===== config.mk =====
export PLATFORM = sky130hd
export DESIGN_NAME = sync_holdover_refin_config
export DESIGN_NICKNAME = d
export VERILOG_FILES = /design/src/design/sync_holdover_refin_pkg.sv /design/src/design/sync_holdover_refin_config.sv
export SDC_FILE = /design/constraint.sdc
export NUM_CORES = 1
export LEC_CHECK = 0
export BUFFER_PORTS_ARGS = -buffer_cell sky130_fd_sc_hd__buf_2
export CAP_MARGIN = 30
export CORE_AREA = 2 2 103 115
export CTS_CLUSTER_DIAMETER = 100
export DETAILED_ROUTE_END_ITERATION = 7
export DIE_AREA = 0 0 105 117
export GPL_ROUTABILITY_DRIVEN = 1
export PLACE_DENSITY = 0.77
export SLEW_MARGIN = 20
export SYNTH_ARGS = -nofsm -noshare
export SYNTH_HDL_FRONTEND = slang
export SYNTH_SLANG_ARGS = --single-unit

===== constraint.sdc =====
create_clock -name mclk -period 6.3 [get_ports mclk]
set_input_delay 1.26 -clock mclk [delete_from_list [all_inputs] [get_ports mclk]]
set_output_delay 1.26 -clock mclk [all_outputs]
set_load 0.03 [all_outputs]

===== src/design/sync_holdover_refin_pkg.sv =====
// Constants for the sync, holdover and reference-input configuration bank.
// Assumes a 32-bit serial frame with data in bits 31:5 and address in 4:0.
package sync_holdover_refin_pkg;

    // Frame layout
    localparam int FRAME_W = 32;
    localparam int ADDR_W = 5;
    localparam int ADDR_LSB = 0;

    // Register indices (address field values)
    localparam logic [4:0] ADDR_DEVICE_RESET = 5'h00;
    localparam logic [4:0] ADDR_LAST_OUT_REG = 5'h05;
    localparam logic [4:0] ADDR_SYNC_MODE = 5'h0B;
    localparam logic [4:0] ADDR_LOCK_HOLD = 5'h0C;
    localparam logic [4:0] ADDR_HOLD_REFSEL = 5'h0D;
    localparam logic [4:0] ADDR_LOSS_DET = 5'h0E;
    localparam logic [4:0] ADDR_READBACK_SEL = 5'h1F;

    // Reset values
    localparam logic [31:0] SYNC_MODE_RST = 32'h0581_1000;
    localparam logic [31:0] LOCK_HOLD_RST = 32'h1B00_0180;
    localparam logic [31:0] HOLD_REFSEL_RST = 32'h3B02_06E0;
    localparam logic [31:0] LOSS_DET_RST = 32'h1000_0000;
    localparam logic [4:0] READBACK_SEL_RST = 5'h00;

    // Masks of implemented bits; others read zero and ignore writes
    localparam logic [31:0] SYNC_MODE_MASK = 32'hFFFF_F020;
    localparam logic [31:0] LOCK_HOLD_MASK = 32'hFFC0_01C0;
    localparam logic [31:0] HOLD_REFSEL_MASK = 32'hFF77_FFE0;
    localparam logic [31:0] LOSS_DET_MASK = 32'hD000_0000;

    // Field positions
    localparam int SOFT_RESET_BIT = 17;
    localparam int SYNC_EXCL_LSB = 20;
    localparam int SYNC_OUT_SRC_LSB = 18;
    localparam int SYNC_OUTPUT_QUALIFY_BIT = 17;
    localparam int SYNC_POL_BIT = 16;
    localparam int SYNC_AUTO_BIT = 15;
    localparam int SYNC_ENABLE_BIT = 26;
    localparam int LOCK_SRC_LSB = 27;
    localparam int LOCK_KIND_LSB = 24;
    localparam int HOLD_LOOP2_BIT = 23;
    localparam int HOLD_LOOP1_BIT = 22;
    localparam int TRACK_BIT = 8;
    localparam int HOLD_MODE_LSB = 6;
    localparam int HOLD_PIN_KIND_LSB = 24;
    localparam int STAT1_SRC_LSB = 20;
    localparam int STAT0_KIND_LSB = 16;
    localparam int DROP_IGNORE_BIT = 15;
    localparam int STAT0_SRC_LSB = 12;
    localparam int REF_MODE_LSB = 9;
    localparam int STAT_INV_BIT = 8;
    localparam int REF_USABLE_LSB = 5;
    localparam int LOSS_TIME_LSB = 30;
    localparam int LOSS_ON_BIT = 28;
    localparam int READBACK_LSB = 16;

    // Holdover entry mode that enters holdover on loss of lock
    localparam logic [1:0] HOLD_ON_LOSS = 2'h2;

endpackage : sync_holdover_refin_pkg


===== src/design/sync_holdover_refin_config.sv =====
// Configuration bank for sync, lock/holdover/status pins, holdover entry and ref inputs.
// Assumes the serial pins come from outside the mclk domain; lock inputs are on mclk.
`timescale 1ns/100ps
`default_nettype none

// Contract
// Power-on reset loads every field default
// Bits 25:20 exclude outputs from sync
// Bits 19:18 choose sync pin output source
// Bit 17 qualifies sync with clock output
// Bit 16 sets sync input polarity
// Manual mode: output writes start no sync
// Bits 31:27 choose lock pin source
// Bit 23 holds sync until loop2 lock
// Bit 22 holds sync until loop1 lock
// Bit 8 makes DAC track loop1 voltage
// Bits 7:6 control holdover entry on loss
// Bits 26:24 set holdover pin kind
// Bits 18:16 set status-0 pin kind
// Bits 22:20 choose status-1 pin source
// Bits 14:12 choose status-0 pin source
// Bit 15 ignores loop1 lock drop
// Bits 11:9 choose reference selection mode
// Bit 8 inverts status selection inputs
// Bits 7:5 mark reference inputs usable
// Bits 31:30 set loss inactivity time
// Bit 28 enables loss-of-signal detection
// Register zero bit 17 restores defaults
// Undefined bits read zero, ignore writes
module sync_holdover_refin_config (
    input wire logic mclk,
    input wire logic reset,
    input wire logic spi_clk, // Serial clock pin
    input wire logic spi_data, // Serial data pin, MSB first
    input wire logic spi_latch, // Latch pin, frame taken on rising edge
    output logic spi_readout, // Readback data pin
    input wire logic loop1_lock, // First loop digital lock detect
    input wire logic loop2_lock, // Second loop digital lock detect
    input wire logic sync_pin_in, // Sync pin level as input
    output logic [5:0] sync_exclude, // Per-output sync exclusion
    output logic [1:0] sync_pin_out_source,
    output logic sync_output_qualify,
    output logic sync_pin_polarity,
    output logic sync_request, // Sync pin active and sync enabled
    output logic sync_auto_start, // Pulse: sync started by output write
    output logic sync_hold, // Outputs held in sync state
    output logic [4:0] lock_pin_source,
    output logic [2:0] lock_pin_kind,
    output logic dac_track_on,
    output logic [1:0] holdover_mode,
    output logic holdover_enter, // Pulse: holdover entry on lock drop
    output logic [2:0] holdover_pin_kind,
    output logic [2:0] status1_pin_source,
    output logic [2:0] status0_pin_kind,
    output logic [2:0] status0_pin_source,
    output logic loop1_lock_drop_ignore,
    output logic [2:0] reference_choice_mode,
    output logic status_input_invert,
    output logic [2:0] ref_input_usable, // Bit n marks input n usable
    output logic [1:0] inactivity_loss_time,
    output logic signal_loss_detect_on
);

    logic [2:0] clk_sy_r; // Three-stage synchroniser, serial clock
    logic [2:0] dat_sy_r; // Three-stage synchroniser, serial data
    logic [2:0] lat_sy_r; // Three-stage synchroniser, latch
    logic [2:0] syn_sy_r; // Three-stage synchroniser, sync pin
    logic clk_f_r; // Filtered serial clock
    logic dat_f_r; // Filtered serial data
    logic lat_f_r; // Filtered latch
    logic syn_f_r; // Filtered sync pin
    logic clk_rise; // Serial clock rising edge
    logic lat_rise; // Latch rising edge
    logic [31:0] shift_r; // Incoming frame
    logic [31:0] rd_r; // Outgoing readback word
    logic [31:0] sync_mode_config_r;
    logic [31:0] lock_pin_and_holdover_config_r;
    logic [31:0] holdover_pin_and_ref_select_r;
    logic [31:0] ref_loss_detect_config_r;
    logic [4:0] readback_sel_r; // Register chosen for readback
    logic [4:0] frame_addr; // Address field of the frame
    logic soft_reset; // Frame requests device reset
    logic [31:0] rd_sel; // Selected register for readback
    logic sync_auto_start_r;
    logic holdover_enter_r;
    logic loop1_lock_d_r; // Previous loop1 lock level

    // Synchronisers: first stage feeds only the second
    always_ff @(posedge mclk or posedge reset) begin
        if (reset) begin
            clk_sy_r <= 3'h0;
            dat_sy_r <= 3'h0;
            lat_sy_r <= 3'h0;
            syn_sy_r <= 3'h7;
        end else begin
            clk_sy_r <= {clk_sy_r[1:0], spi_clk};
            dat_sy_r <= {dat_sy_r[1:0], spi_data};
            lat_sy_r <= {lat_sy_r[1:0], spi_latch};
            syn_sy_r <= {syn_sy_r[1:0], sync_pin_in};
        end
    end

    // Filtered levels change once stages two and three agree
    always_ff @(posedge mclk or posedge reset) begin
        if (reset) begin
            clk_f_r <= 1'b0;
            dat_f_r <= 1'b0;
            lat_f_r <= 1'b0;
            syn_f_r <= 1'b1;
        end else begin
            if (clk_sy_r[1] == clk_sy_r[2]) begin
                clk_f_r <= clk_sy_r[2];
            end
            if (dat_sy_r[1] == dat_sy_r[2]) begin
                dat_f_r <= dat_sy_r[2];
            end
            if (lat_sy_r[1] == lat_sy_r[2]) begin
                lat_f_r <= lat_sy_r[2];
            end
            if (syn_sy_r[1] == syn_sy_r[2]) begin
                syn_f_r <= syn_sy_r[2];
            end
        end
    end

    // Edge detection on the filtered levels
    assign clk_rise = (clk_sy_r[1] == clk_sy_r[2]) && clk_sy_r[2] && !clk_f_r;
    assign lat_rise = (lat_sy_r[1] == lat_sy_r[2]) && lat_sy_r[2] && !lat_f_r;
    assign frame_addr =
        shift_r[sync_holdover_refin_pkg::ADDR_LSB +: sync_holdover_refin_pkg::ADDR_W];
    assign soft_reset = lat_rise && (frame_addr == sync_holdover_refin_pkg::ADDR_DEVICE_RESET)
        && shift_r[sync_holdover_refin_pkg::SOFT_RESET_BIT];

    // Frame shift register, data sampled at serial clock rise
    always_ff @(posedge mclk or posedge reset) begin
        if (reset) begin
            shift_r <= 32'h0000_0000;
        end else if (clk_rise) begin
            shift_r <= {shift_r[30:0], dat_f_r};
        end
    end

    // Register bank writes; reset, pin or soft, loads defaults
    always_ff @(posedge mclk or posedge reset) begin
        if (reset) begin
            sync_mode_config_r <= sync_holdover_refin_pkg::SYNC_MODE_RST;
            lock_pin_and_holdover_config_r <= sync_holdover_refin_pkg::LOCK_HOLD_RST;
            holdover_pin_and_ref_select_r <= sync_holdover_refin_pkg::HOLD_REFSEL_RST;
            ref_loss_detect_config_r <= sync_holdover_refin_pkg::LOSS_DET_RST;
            readback_sel_r <= sync_holdover_refin_pkg::READBACK_SEL_RST;
        end else if (soft_reset) begin
            // Device reset frame restores every default
            sync_mode_config_r <= sync_holdover_refin_pkg::SYNC_MODE_RST;
            lock_pin_and_holdover_config_r <= sync_holdover_refin_pkg::LOCK_HOLD_RST;
            holdover_pin_and_ref_select_r <= sync_holdover_refin_pkg::HOLD_REFSEL_RST;
            ref_loss_detect_config_r <= sync_holdover_refin_pkg::LOSS_DET_RST;
            readback_sel_r <= sync_holdover_refin_pkg::READBACK_SEL_RST;
        end else if (lat_rise) begin
            case (frame_addr)
                // Masked writes keep undefined bits at zero
                sync_holdover_refin_pkg::ADDR_SYNC_MODE: begin
                    sync_mode_config_r <= shift_r & sync_holdover_refin_pkg::SYNC_MODE_MASK;
                end
                sync_holdover_refin_pkg::ADDR_LOCK_HOLD: begin
                    lock_pin_and_holdover_config_r <=
                        shift_r & sync_holdover_refin_pkg::LOCK_HOLD_MASK;
                end
                sync_holdover_refin_pkg::ADDR_HOLD_REFSEL: begin
                    holdover_pin_and_ref_select_r <=
                        shift_r & sync_holdover_refin_pkg::HOLD_REFSEL_MASK;
                end
                sync_holdover_refin_pkg::ADDR_LOSS_DET: begin
                    ref_loss_detect_config_r <= shift_r & sync_holdover_refin_pkg::LOSS_DET_MASK;
                end
                sync_holdover_refin_pkg::ADDR_READBACK_SEL: begin
                    readback_sel_r <= shift_r[sync_holdover_refin_pkg::READBACK_LSB +: 5];
                end
                default: begin
                    // Other addresses belong to other banks
                end
            endcase
        end
    end

    // Readback source selection
    always_comb begin
        case (readback_sel_r)
            sync_holdover_refin_pkg::ADDR_SYNC_MODE: rd_sel = sync_mode_config_r;
            sync_holdover_refin_pkg::ADDR_LOCK_HOLD: rd_sel = lock_pin_and_holdover_config_r;
            sync_holdover_refin_pkg::ADDR_HOLD_REFSEL: rd_sel = holdover_pin_and_ref_select_r;
            sync_holdover_refin_pkg::ADDR_LOSS_DET: rd_sel = ref_loss_detect_config_r;
            default: rd_sel = 32'h0000_0000;
        endcase
    end

    // Readback word loads at latch and shifts out MSB first on clock rise
    always_ff @(posedge mclk or posedge reset) begin
        if (reset) begin
            rd_r <= 32'h0000_0000;
        end else if (lat_rise) begin
            rd_r <= rd_sel;
        end else if (clk_rise) begin
            rd_r <= {rd_r[30:0], 1'b0};
        end
    end
    assign spi_readout = rd_r[31];

    // Sync start from output-register writes only in automatic mode
    always_ff @(posedge mclk or posedge reset) begin
        if (reset) begin
            sync_auto_start_r <= 1'b0;
        end else begin
            sync_auto_start_r <= lat_rise && !soft_reset
                && (frame_addr <= sync_holdover_refin_pkg::ADDR_LAST_OUT_REG)
                && sync_mode_config_r[sync_holdover_refin_pkg::SYNC_AUTO_BIT];
        end
    end
    assign sync_auto_start = sync_auto_start_r;

    // Holdover entry on loop1 lock falling edge
    always_ff @(posedge mclk or posedge reset) begin
        if (reset) begin
            loop1_lock_d_r <= 1'b0;
            holdover_enter_r <= 1'b0;
        end else begin
            loop1_lock_d_r <= loop1_lock;
            holdover_enter_r <= loop1_lock_d_r && !loop1_lock
                && !loop1_lock_drop_ignore
                && (holdover_mode == sync_holdover_refin_pkg::HOLD_ON_LOSS);
        end
    end
    assign holdover_enter = holdover_enter_r;

    // Field outputs from the bank
    assign sync_exclude = sync_mode_config_r[sync_holdover_refin_pkg::SYNC_EXCL_LSB +: 6];
    assign sync_pin_out_source =
        sync_mode_config_r[sync_holdover_refin_pkg::SYNC_OUT_SRC_LSB +: 2];
    assign sync_output_qualify =
        sync_mode_config_r[sync_holdover_refin_pkg::SYNC_OUTPUT_QUALIFY_BIT];
    assign sync_pin_polarity = sync_mode_config_r[sync_holdover_refin_pkg::SYNC_POL_BIT];
    // Polarity one means the sync pin is active low
    assign sync_request = sync_mode_config_r[sync_holdover_refin_pkg::SYNC_ENABLE_BIT]
        && (syn_f_r != sync_pin_polarity);
    // Hold outputs in sync until the selected loops lock
    assign sync_hold =
        (lock_pin_and_holdover_config_r[sync_holdover_refin_pkg::HOLD_LOOP2_BIT] && !loop2_lock)
        || (lock_pin_and_holdover_config_r[sync_holdover_refin_pkg::HOLD_LOOP1_BIT] && !loop1_lock);
    assign lock_pin_source =
        lock_pin_and_holdover_config_r[sync_holdover_refin_pkg::LOCK_SRC_LSB +: 5];
    assign lock_pin_kind = lock_pin_and_holdover_config_r[sync_holdover_refin_pkg::LOCK_KIND_LSB +: 3];
    assign dac_track_on = lock_pin_and_holdover_config_r[sync_holdover_refin_pkg::TRACK_BIT];
    assign holdover_mode = lock_pin_and_holdover_config_r[sync_holdover_refin_pkg::HOLD_MODE_LSB +: 2];
    assign holdover_pin_kind =
        holdover_pin_and_ref_select_r[sync_holdover_refin_pkg::HOLD_PIN_KIND_LSB +: 3];
    assign status1_pin_source =
        holdover_pin_and_ref_select_r[sync_holdover_refin_pkg::STAT1_SRC_LSB +: 3];
    assign status0_pin_kind =
        holdover_pin_and_ref_select_r[sync_holdover_refin_pkg::STAT0_KIND_LSB +: 3];
    assign status0_pin_source =
        holdover_pin_and_ref_select_r[sync_holdover_refin_pkg::STAT0_SRC_LSB +: 3];
    assign loop1_lock_drop_ignore =
        holdover_pin_and_ref_select_r[sync_holdover_refin_pkg::DROP_IGNORE_BIT];
    assign reference_choice_mode =
        holdover_pin_and_ref_select_r[sync_holdover_refin_pkg::REF_MODE_LSB +: 3];
    assign status_input_invert =
        holdover_pin_and_ref_select_r[sync_holdover_refin_pkg::STAT_INV_BIT];
    assign ref_input_usable =
        holdover_pin_and_ref_select_r[sync_holdover_refin_pkg::REF_USABLE_LSB +: 3];
    assign inactivity_loss_time =
        ref_loss_detect_config_r[sync_holdover_refin_pkg::LOSS_TIME_LSB +: 2];
    assign signal_loss_detect_on =
        ref_loss_detect_config_r[sync_holdover_refin_pkg::LOSS_ON_BIT];

    // Defaults present on the first cycle after reset release
    property p_reset_defaults;
        @(posedge mclk) $fell(reset) |->
            sync_exclude == 6'h18 && sync_pin_out_source == 2'h0 && lock_pin_source == 5'h03
            && holdover_mode == 2'h2 && reference_choice_mode == 3'h3
            && ref_input_usable == 3'h7 && signal_loss_detect_on && sync_pin_polarity;
    endproperty
    a_reset_defaults: assert property (p_reset_defaults) else $error("defaults not loaded");

    // Device reset frame restores defaults on the next cycle
    property p_soft_reset;
        @(posedge mclk) disable iff (reset) soft_reset |=>
            holdover_pin_kind == 3'h3 && status0_pin_kind == 3'h2 && dac_track_on
            && !sync_output_qualify && inactivity_loss_time == 2'h0 && lock_pin_kind == 3'h3;
    endproperty
    a_soft_reset: assert property (p_soft_reset) else $error("soft reset missed");

    // Manual mode never starts a sync
    property p_manual_no_sync;
        @(posedge mclk) disable iff (reset)
            !$past(sync_mode_config_r[sync_holdover_refin_pkg::SYNC_AUTO_BIT]) |-> !sync_auto_start;
    endproperty
    a_manual_no_sync: assert property (p_manual_no_sync) else $error("sync in manual");

    // Ignored lock drop never enters holdover
    property p_drop_ignored;
        @(posedge mclk) disable iff (reset)
            $past(loop1_lock_drop_ignore) |-> !holdover_enter;
    endproperty
    a_drop_ignored: assert property (p_drop_ignored) else $error("ignored drop acted");

    // Lock drop in holdover mode two enters holdover next cycle
    property p_hold_entry;
        @(posedge mclk) disable iff (reset)
            $fell(loop1_lock) && !loop1_lock_drop_ignore && holdover_mode == 2'h2
            |=> holdover_enter ##1 !holdover_enter;
    endproperty
    a_hold_entry: assert property (p_hold_entry) else $error("holdover not entered");

    // Undefined bits stay zero
    property p_reserved_zero;
        @(posedge mclk) disable iff (reset)
            (sync_mode_config_r & ~sync_holdover_refin_pkg::SYNC_MODE_MASK) == 32'h0
            && (lock_pin_and_holdover_config_r & ~sync_holdover_refin_pkg::LOCK_HOLD_MASK) == 32'h0
            && (holdover_pin_and_ref_select_r & ~sync_holdover_refin_pkg::HOLD_REFSEL_MASK) == 32'h0
            && (ref_loss_detect_config_r & ~sync_holdover_refin_pkg::LOSS_DET_MASK) == 32'h0;
    endproperty
    a_reserved_zero: assert property (p_reserved_zero) else $error("reserved bit set");

    // Loop2 hold forces sync state while loop2 unlocked
    property p_hold_loop2;
        @(posedge mclk) disable iff (reset)
            lock_pin_and_holdover_config_r[sync_holdover_refin_pkg::HOLD_LOOP2_BIT]
            && !loop2_lock |-> sync_hold;
    endproperty
    a_hold_loop2: assert property (p_hold_loop2) else $error("loop2 hold missing");

    // Loop1 hold forces sync state while loop1 unlocked
    property p_hold_loop1;
        @(posedge mclk) disable iff (reset)
            lock_pin_and_holdover_config_r[sync_holdover_refin_pkg::HOLD_LOOP1_BIT]
            && !loop1_lock |-> sync_hold;
    endproperty
    a_hold_loop1: assert property (p_hold_loop1) else $error("loop1 hold missing");

    // Written sync-mode frame shows in exclusions next cycle
    property p_excl_write;
        @(posedge mclk) disable iff (reset)
            lat_rise && frame_addr == sync_holdover_refin_pkg::ADDR_SYNC_MODE
            |=> sync_exclude == $past(shift_r[sync_holdover_refin_pkg::SYNC_EXCL_LSB +: 6]);
    endproperty
    a_excl_write: assert property (p_excl_write) else $error("exclusion not written");

endmodule : sync_holdover_refin_config

`default_nettype wire


==> reports/metrics.yaml <==
cells_and_area:
  drive_gt1_share_pct: 29.3
  layout_commonest_cell: "dfrtp_1"
  post-route-util_pct: 63.9
  final_cell_mix: "dfrtp_1 (118), buf_2 (56), a22o_1 (35)"
  nets: 563
  diodes: 0
  fillCellCount: 861
  fin_cells: 716
  area.growth.synth_to_final_pct: 11.2
cts:
  clk_latency_ns: 0.42
  clk_pin_slew_ns: 0.06
  clockRootBuffer: "clkbuf_16"
  clockBufferDepth: 2
  clkSinkCount: 145
  tritoncts: "built"
  cts_setup_buffers: 0
  cts_resized: 0
  htree_levels: 4
  hold_buffers: 0
  cts_buffers: 17
yosys:
  synth_edf_count: 0
  synthTopCellsByArea: "dfrtp_1 (46%), dfstp_2 (11%), mux2_2 (6.0%)"
  synth_top_area_share_pct: 45.9
  ys_warn_count: 0
  synth_cell_types: 48
  syn_avg_cell_area_um2: 11.8
  syn_inst: 545
  synth-seq-cells: 145
  seq_area_frac_synth_pct: 56.9
  ys_dominant_reg_cell: "dfrtp_1"
  netlist_area_um2: 6430
  synth_nets: 555
  async_flop_share_pct: 100
  synth.largest_area_cell: "dfrtp_1"
global_routing:
  grt_start_max_net_pins: 82
  grt_pass1_vias: 4314
  grt_pass1_wl_um: 23100
  overflow: 0
  grt_antenna_before_repair: 0
  grt_usage_pct: 25.0
critical_path:
  cp_max_fo: 3
  worstSetupPathType: "in -> out"
  endpoint_kind: "primary output"
  reg2reg_depth: 4
  rrSetupSlack_ns: 3.73
  r2r_end: "rd_r[28]"
  cp.required_ns: 5.04
  regToRegStartpoint: "readback_sel_r[1]"
  crit_arrival_ns: 1.75
  cp-start-kind: "primary input"
route:
  drc_errors: 0
  antenna_left: 0
  first_pass_iters: 5
  via_per_inst: 6.04
  wl_um: 14600
  first_iter_violations: 280
  vias: 4322
  post_drt_wl_per_cell_um: 20.4
min_path:
  hold_path_depth: 0
  worstHoldStart: "lat_sy_r[0]"
  min_to: "lat_sy_r[1]"
  hp-class: "reg -> reg"
sta:
  slew-limit-headroom_pct: 38.7
  min_period_over_period_pct: 47.7
  fin_setup_tns_ns: 0
  fin_skew_ns: 0.00606
  grt_setup_unrepaired: "no"
  final-max-slew-violation-count: 0
  finalSetupViolCount: 0
  finalHoldViolCount: 0
  period_needed_ns: 3.01
  worst_slew_pin_slew_ns: 0.920
  clock.fmax_mhz: 332
  hold_ws_ns: 0.348
floorplan:
  ioPinCount: 57
  core-area_um2: 11200
  fp.dieH_um: 117
  num_rows: 41
  dieArea_um2: 12300
  die_width_um: 105
  initial_utilization_pct: 57.5
power_and_ir_drop:
  power_mw: 2.68
  p_leak_nw: 3.25
  irDropWorstVdd_mv: 0.238
  p_per_area_nw_per_um2: 375
run_status:
  status: "complete, no violations"
placement:
  dp_hpwl_um: 9290
  io_buffers: 56
  post-place-cells: 683
  globalplace.congestion: 0.849
flow_run:
  maxCapViolCount: 0
[sequential cells by signal (all words and copies together) (netlist names), 3 cells and up]
register	flops
dat_sy_r	3
readback_sel_r	5
lock_pin_and_holdover_config_r	13
ref_loss_detect_config_r	3
clk_sy_r	3
lat_sy_r	3
syn_sy_r	3
shift_r	32
rd_r	27
holdover_pin_and_ref_select_r	25
sync_mode_config_r	21
[stage by stage]
stage,cell area [um2],setup WS (ns)
6_report,7150,3.29
5_1_grt,7150,3.26
4_1_cts,7130,3.28
3_5_place_dp,6500,3.28
3_3_place_gp,6480,3.29
2_1_floorplan,6430,1.19
[where the power goes]
| part | switching (mW) | internal [mW] |
|---|---|---|
| combinational | 0.234 | 0.144 |
| clock | 0.387 | 0.683 |
| sequential | 0.135 | 1.10 |
[worst max-delay path, cell delays in order]
cell and delay, ns:
buf_2 0.13, o22ai_1 0.14, buf_2 0.22
[cell usage after synthesis (2+ instances only)]
master     number
a2bb2oi_1       2
dfrtp_1       118
or3b_1          2
nor3_4          2
o21ai_1         3
a21oi_1        26
nand2b_1        4
buf_2           6
nand3b_1        3
ha_1            2
clkbuf_1       21
o21a_1          3
nor2_2          2
or2_1           2
nand2_1        23
a22oi_1         2
or4b_1          2
o21ai_0        28
a211oi_1        2
buf_6           3
o22ai_1        12
maj3_1          2
nor3_1         11
o22a_1         17
buf_4          39
dfstp_2        27
nand3_1        10
and2_1          3
buf_1           3
nand4bb_1       2
nor2b_1         2
nor2_1         34
a22o_1         35
mux2_2         34
inv_1          13
mux2i_1        31
or3_1           3
[layer usage]
| metal | wire (um) | vias up | global-route usage (%) |
|---|---|---|---|
| li1 | - | 1939 | - |
| met1 | 6140 | 2170 | 33.4 |
| met2 | 7060 | 176 | 39.2 |
| met3 | 868 | 37 | 5.54 |
| met4 | 507 | 0 | 12.3 |
| met5 | 0 | - | 0 |
[logic make-up after synthesis]
| family | Yosys count | share of synthesized area (%) |
|---|---|---|
| AO/OA/AOI/OAI | 135 | 14.5 |
| AND/OR/NAND/NOR | 110 | 9.24 |
| buffers and inverters | 85 | 7.70 |
| adder cells (fa/ha/maj) | 4 | 0.700 |
| multiplexers | 65 | 10.8 |
| flip-flops | 145 | 56.9 |
| XOR/XNOR | 1 | 0.136 |
[cell type report]
type                       count  area [um2]  area share [%]
timing repair buffer          61         329            4.60
inverter                      13        53.8           0.753
tap                          150         188            2.63
clock inverter                13         185            2.59
clock buffer                  19         453            6.34
sequential                   145        3660            51.2
multi-input combinational    315        2280            31.9
[how the worst max path moves through the flow]
stage	depth (start not counted)	from	slack, ns	to
4_1_cts	3	loop1_lock	3.28	sync_hold
5_1_grt	3	loop1_lock	3.26	sync_hold
3_5_place_dp	3	loop1_lock	3.28	sync_hold
6_report	3	loop1_lock	3.29	sync_hold
3_3_place_gp	3	loop1_lock	3.29	sync_hold
2_1_floorplan	1	reset	1.19	clk_f_r
(Power assumes the default switching activity.)
